--- config.mk ---
export PLATFORM = sky130hd
export DESIGN_NAME = system_watchdog
export DESIGN_NICKNAME = d
export VERILOG_FILES = /design/src/shared/watchdog_pkg.sv /design/src/hdl/system_watchdog.sv
export SDC_FILE = /design/constraint.sdc
export NUM_CORES = 1
export LEC_CHECK = 0
export BUFFER_PORTS_ARGS = -buffer_cell sky130_fd_sc_hd__buf_2
export CAP_MARGIN = 10
export CORE_MARGIN = 10
export CORE_UTILIZATION = 35
export CTS_BUF_LIST = sky130_fd_sc_hd__clkbuf_8
export DETAILED_ROUTE_END_ITERATION = 7
export PLACE_DENSITY = 0.48
export SLEW_MARGIN = 20
export SYNTH_ARGS = -nofsm -noshare
export SYNTH_HDL_FRONTEND = slang
export SYNTH_SLANG_ARGS = --single-unit
--- constraint.sdc ---
create_clock -name clk_sys -period 6.1 [get_ports clk_sys]
set_input_delay 0.305 -clock clk_sys [delete_from_list [all_inputs] [get_ports clk_sys]]
set_output_delay 0.305 -clock clk_sys [all_outputs]
set_load 0.01 [all_outputs]
--- src/shared/watchdog_pkg.sv ---
// Purpose: Constants shared by the system watchdog
// Assumes: 100 MHz system clock
// Notes:   Times are in their own units; counts derive from the clock rate
package watchdog_pkg;
   localparam int          CLK_HZ        = 100_000_000;
   localparam int          SECOND_S      = 1;
   localparam int          SEC_CYCLES    = CLK_HZ * SECOND_S;
   localparam int          MIN_SECONDS   = 60;
   localparam int          TICK_W        = 8;
   localparam logic [7:0]  TICKS_OFF     = 8'h00;
   localparam logic [7:0]  TICKS_ONE     = 8'h01;
   localparam logic        UNIT_SECOND   = 1'h0;
   localparam logic        UNIT_MINUTE   = 1'h1;
   localparam int          RESET_PULSE_CYCLES = 16;
endpackage

--- src/hdl/system_watchdog.sv ---
// Purpose: System watchdog countdown with second or minute ticks
// Assumes: Commands are one-cycle pulses synchronous to clk_sys
// Notes:   Counts in whole ticks; the first tick arrives one full tick after the load
`timescale 1ns/1ns
module system_watchdog #(
   parameter int SEC_CYCLES   = watchdog_pkg::SEC_CYCLES,
   parameter int MIN_SECONDS  = watchdog_pkg::MIN_SECONDS,
   parameter int PULSE_CYCLES = watchdog_pkg::RESET_PULSE_CYCLES
) (
   input  wire logic       clk_sys,
   input  wire logic       rst,
   input  wire logic       set_timeout_operation,
   input  wire logic [7:0] timeout_ticks,
   input  wire logic       timeout_unit,
   input  wire logic       start_countdown_command,
   input  wire logic       refresh_countdown_command,
   input  wire logic       halt_countdown_command,
   output logic            running,
   output logic [7:0]      ticks_left,
   output logic            system_reset
);
   logic [7:0]  reload_q;
   logic        unit_q;
   logic        run_q;
   logic [7:0]  count_q;
   logic [31:0] pre_q;
   logic [7:0]  sec_q;
   logic        sec_tick;
   logic        min_tick;
   logic        unit_tick;
   logic        expire;
   logic [7:0]  pulse_q;
   logic        load;

   // Any command that restarts the count also restarts the prescaler
   // Refused starts restart it too; harmless, since the count is stopped then
   assign load = start_countdown_command || refresh_countdown_command ||
                 (set_timeout_operation && timeout_ticks != watchdog_pkg::TICKS_OFF);

   // Programmed timeout and unit
   always_ff @(posedge clk_sys or posedge rst) begin
      if (rst) begin
         reload_q <= watchdog_pkg::TICKS_OFF;
         unit_q   <= watchdog_pkg::UNIT_SECOND;
      end else if (set_timeout_operation) begin
         reload_q <= timeout_ticks;
         unit_q   <= timeout_unit;
      end
   end

   // Prescaler restarts on every load so a tick is never shortened
   always_ff @(posedge clk_sys or posedge rst) begin
      if (rst) begin
         pre_q <= '0;
         sec_q <= '0;
      end else if (load || !run_q) begin
         pre_q <= '0;
         sec_q <= '0;
      end else if (sec_tick) begin
         pre_q <= '0;
         sec_q <= min_tick ? 8'h00 : sec_q + 8'h01;
      end else begin
         pre_q <= pre_q + 32'h1;
      end
   end
   assign sec_tick  = (pre_q == 32'(SEC_CYCLES - 1));
   assign min_tick  = sec_tick && (sec_q == 8'(MIN_SECONDS - 1));
   assign unit_tick = (unit_q == watchdog_pkg::UNIT_MINUTE) ? min_tick : sec_tick;

   // Run state and countdown
   always_ff @(posedge clk_sys or posedge rst) begin
      if (rst) begin
         run_q   <= 1'b0;
         count_q <= watchdog_pkg::TICKS_OFF;
      end else if (halt_countdown_command ||
                   (set_timeout_operation && timeout_ticks == watchdog_pkg::TICKS_OFF)) begin
         run_q   <= 1'b0;
         count_q <= watchdog_pkg::TICKS_OFF;
      end else if (set_timeout_operation) begin
         run_q   <= 1'b1;
         count_q <= timeout_ticks;
      end else if ((start_countdown_command || refresh_countdown_command) &&
                   reload_q != watchdog_pkg::TICKS_OFF) begin
         run_q   <= 1'b1;
         count_q <= reload_q;
      end else if (run_q && unit_tick) begin
         count_q <= count_q - watchdog_pkg::TICKS_ONE;
         if (count_q == watchdog_pkg::TICKS_ONE) begin
            run_q <= 1'b0;
         end
      end
   end
   assign expire = run_q && unit_tick && count_q == watchdog_pkg::TICKS_ONE &&
                   !load && !halt_countdown_command && !set_timeout_operation;

   // Reset pulse of fixed width so the system sees a clean assertion
   always_ff @(posedge clk_sys or posedge rst) begin
      if (rst) begin
         pulse_q <= '0;
      end else if (expire) begin
         pulse_q <= 8'(PULSE_CYCLES);
      end else if (pulse_q != 8'h00) begin
         pulse_q <= pulse_q - 8'h01;
      end
   end

   assign system_reset = (pulse_q != 8'h00);
   assign running      = run_q;
   assign ticks_left   = count_q;

   // Checker helper: the pulse outlasts any plain repetition count
   // Assumes a timeout longer than the pulse, true for any real tick length
   logic [7:0] hi_cnt_q;

   always_ff @(posedge clk_sys or posedge rst) begin
      if (rst) begin
         hi_cnt_q <= '0;
      end else if (system_reset) begin
         hi_cnt_q <= hi_cnt_q + 8'h01;
      end else begin
         hi_cnt_q <= '0;
      end
   end
endmodule // system_watchdog

==> impl_metrics.json <==
{
  "path_class": "reg2reg",
  "powerDensity_nw_per_um2": 229,
  "cp_max_fo": 32,
  "finalSetupTns_ps": 0,
  "drt_pre_antenna_iters": 4,
  "clock_latency_ps": 340,
  "synth-simple-area-share_pct": 25.7,
  "vias_per_cell": 5.07,
  "synth_area_per_cell_um2": 9.40,
  "synth_top_family_by_area": "simple AND/OR/NAND/NOR gates",
  "die-area_um2": 14400,
  "worst_slew_pin_slew_ps": 1000,
  "drive_above_1_share_pct": 14.2,
  "vias": 2702,
  "ys_ff_latch": 66,
  "post_cts_resized": 0,
  "die_x_um": 120,
  "synthAdderAreaFrac_pct": 1.78,
  "std_cell_rows": 36,
  "die_h_um": 120,
  "synthCells": 373,
  "yosysWarnings": 0,
  "synth_edf_count": 0,
  "postLayoutSetupSlackWorst_ps": 3100,
  "h-tree-depth": 3,
  "finalSetupViolCount": 0,
  "nNetsFinal": 415,
  "critical_path_arrival_ps": 3220,
  "hold_buffers": 0,
  "synth-async-reset-ratio_pct": 100,
  "numCtsBuffers": 9,
  "core_um2": 9770,
  "crit_required_ps": 6320,
  "cts_tree": "done",
  "ant_nets": 0,
  "total_power_mw": 0.903,
  "numClockSinks": 66,
  "worst_hold_path.endpoint": "unit_q$_DFFE_PP0P_",
  "startpoint_type": "flop",
  "timing.rr.start": "pre_q[0]$_DFF_PP0_",
  "ioPinCount": 25,
  "status": "completed",
  "synth_xor_area_share_pct": 8.49,
  "grt_pass1_vias": 2636,
  "clock_path_buffers": 2,
  "grtUsageTotal_pct": 10.9,
  "p_leak_nw": 1.61,
  "antenna_found_initial": 0,
  "relSlewSlack_pct": 32.8,
  "timing.rr.end": "sec_q[1]$_DFFE_PP0P_",
  "whs_path_depth": 3,
  "drc": 0,
  "synth_ff_type": "dfrtp_1",
  "place_hpwl_um": 5310,
  "syn_nets": 393,
  "synth-compound-area-share_pct": 10.3,
  "slew_viol_final": 0,
  "place_ws_ps": 2680,
  "r2r_slack_ps": 3100,
  "grt_pass1_wl_um": 13100,
  "drt_iter0_drc": 175,
  "timing.fmax_mhz": 333,
  "post_cts_buffers": 0,
  "synthMuxAreaShare_pct": 3.14,
  "grt.overflow.total": 0,
  "yosysUniqueCellTypes": 45,
  "ys_seq_area_share_pct": 47.1,
  "wl_per_cell_um": 14.1,
  "rsz0062_at_grt": "no",
  "gp_congestion": 0.757,
  "wl_um": 7540,
  "final.min_clock_period_ps": 3000,
  "cp-end-kind": "flop",
  "root_buffer": "clkbuf_8",
  "syn_to_final_growth_pct": 12.5,
  "grt_max_degree": 67,
  "floorplan.initialDensity_pct": 35.9,
  "finalCritPeriodShare_pct": 49.2,
  "min_from": "timeout_unit",
  "fin_skew_ps": 13.2,
  "diodes": 0,
  "cap_viol_max_count": 0,
  "netlist_area_um2": 3510,
  "reg2reg_depth": 6,
  "hold_viol": 0,
  "peakVddDrop_uv": 84.7,
  "clk_pin_slew_ps": 70,
  "min_path_type": "in2reg",
  "port_buffers": 24
}
## flip-flops by register name, indices dropped and copies added (netlist names)
signal	count
pre_q	32
pulse_q	8
reload_q	8
sec_q	8
ticks_left	8
running	1
unit_q	1
## cell usage after synthesis, drive strengths merged, types with 3 or more instances
| master | number | share of area (%) |
|---|---|---|
| or3 | 5 | 0.89 |
| nand2 | 23 | 2.5 |
| nor4b | 3 | 0.75 |
| mux2 | 8 | 2.6 |
| o2bb2ai | 8 | 2.0 |
| o21ai | 15 | 2.1 |
| a21oi | 12 | 1.7 |
| ha | 5 | 1.8 |
| o21a | 6 | 1.3 |
| nand3 | 22 | 3.3 |
| xor2 | 30 | 7.5 |
| nor3 | 11 | 1.6 |
| or4 | 7 | 1.6 |
| clkbuf | 10 | 1.1 |
| nor2 | 57 | 6.1 |
| nor4 | 4 | 1.1 |
| and4 | 3 | 0.75 |
| and2 | 6 | 1.1 |
| xnor2 | 4 | 1.0 |
| nand4 | 17 | 3.0 |
| and3 | 7 | 1.2 |
| buf | 5 | 0.89 |
| a31oi | 3 | 0.54 |
| dfrtp | 66 | 47 |
| inv | 15 | 1.6 |
## where the power goes
part	switching (mW)	internal, mW
Clock	0.174	0.201
Sequential	0.0110	0.448
Combinational	0.0426	0.0265
Total	0.228	0.675
## critical path, cell delays in order (launching register included)
cell,delay (ps)
dfrtp_1,380
ha_1,200
nand3_1,110
nor2_1,790
nand3_2,360
or2b_2,650
mux2_2,400
## kinds of logic (layout without fill, tap and decap cells)
group,count (synthesis),count (layout)
muxes,10,10
DFF,66,66
AOI/OAI and AO/OA,55,55
and+or+nand+nor,173,173
buffers and inverters,30,57
adders and majority gates,5,5
xor gates and xnor gates,34,34
## layer usage
layer | track usage, % | vias to the layer above | wire [µm]
li1 | - | 1360 | -
met1 | 15.0 | 1303 | 3870
met2 | 16.5 | 28 | 3370
met3 | 2.11 | 11 | 180
met4 | 4.30 | 0 | 116
met5 | 0 | - | 0
## area by class of cell
type / instances / area [µm²]
clock buffers: 10 / 138
clock inverters: 6 / 65.1
fillers: 1004 / 5830
inverters: 15 / 56.3
multi-input cells: 277 / 1730
flip-flops and latches: 66 / 1650
well taps: 133 / 166
repair buffers: 26 / 135
## worst max path at each step
stage | from | end | slack [ps] | cells after the start
after global placement | pre_q[0]$_DFF_PP0_ | sec_q[1]$_DFFE_PP0P_ | 2810 | 6
after global routing | pre_q[0]$_DFF_PP0_ | sec_q[1]$_DFFE_PP0P_ | 2780 | 6
final | pre_q[0]$_DFF_PP0_ | sec_q[1]$_DFFE_PP0P_ | 3100 | 6
after detailed placement | pre_q[0]$_DFF_PP0_ | sec_q[1]$_DFFE_PP0P_ | 2680 | 6
after CTS | pre_q[0]$_DFF_PP0_ | sec_q[1]$_DFFE_PP0P_ | 2660 | 6
after floorplan | pre_q[11]$_DFF_PP0_ | sec_q[7]$_DFFE_PP0P_ | 3920 | 6
## layout by cell type, fill, tap and decap left out, types with 5 or more instances in the layout
cell / count
nand3_1: 21
o21a_1: 6
dfrtp_1: 66
or3_1: 5
and2_1: 6
mux2_2: 8
xor2_1: 30
nand4_1: 17
ha_1: 5
nand2_1: 23
and3_1: 7
clkbuf_8: 10
nor3_1: 11
o21ai_0: 14
inv_1: 14
buf_2: 24
nor2_1: 57
o2bb2ai_1: 8
a21oi_1: 12
or4_1: 6
## stage by stage
stage	instance area, µm²	util, %	hold slack (ps)	cells
2_1_floorplan	3510	-	426	373
3_3_place_gp	3740	38.3	459	517
3_5_place_dp	3740	38.3	474	517
4_1_cts	3940	40.3	196	533
5_1_grt	3940	40.3	207	533
6_report	3940	40.3	206	533
No activity file was read; power rests on OpenSTA's default activity.
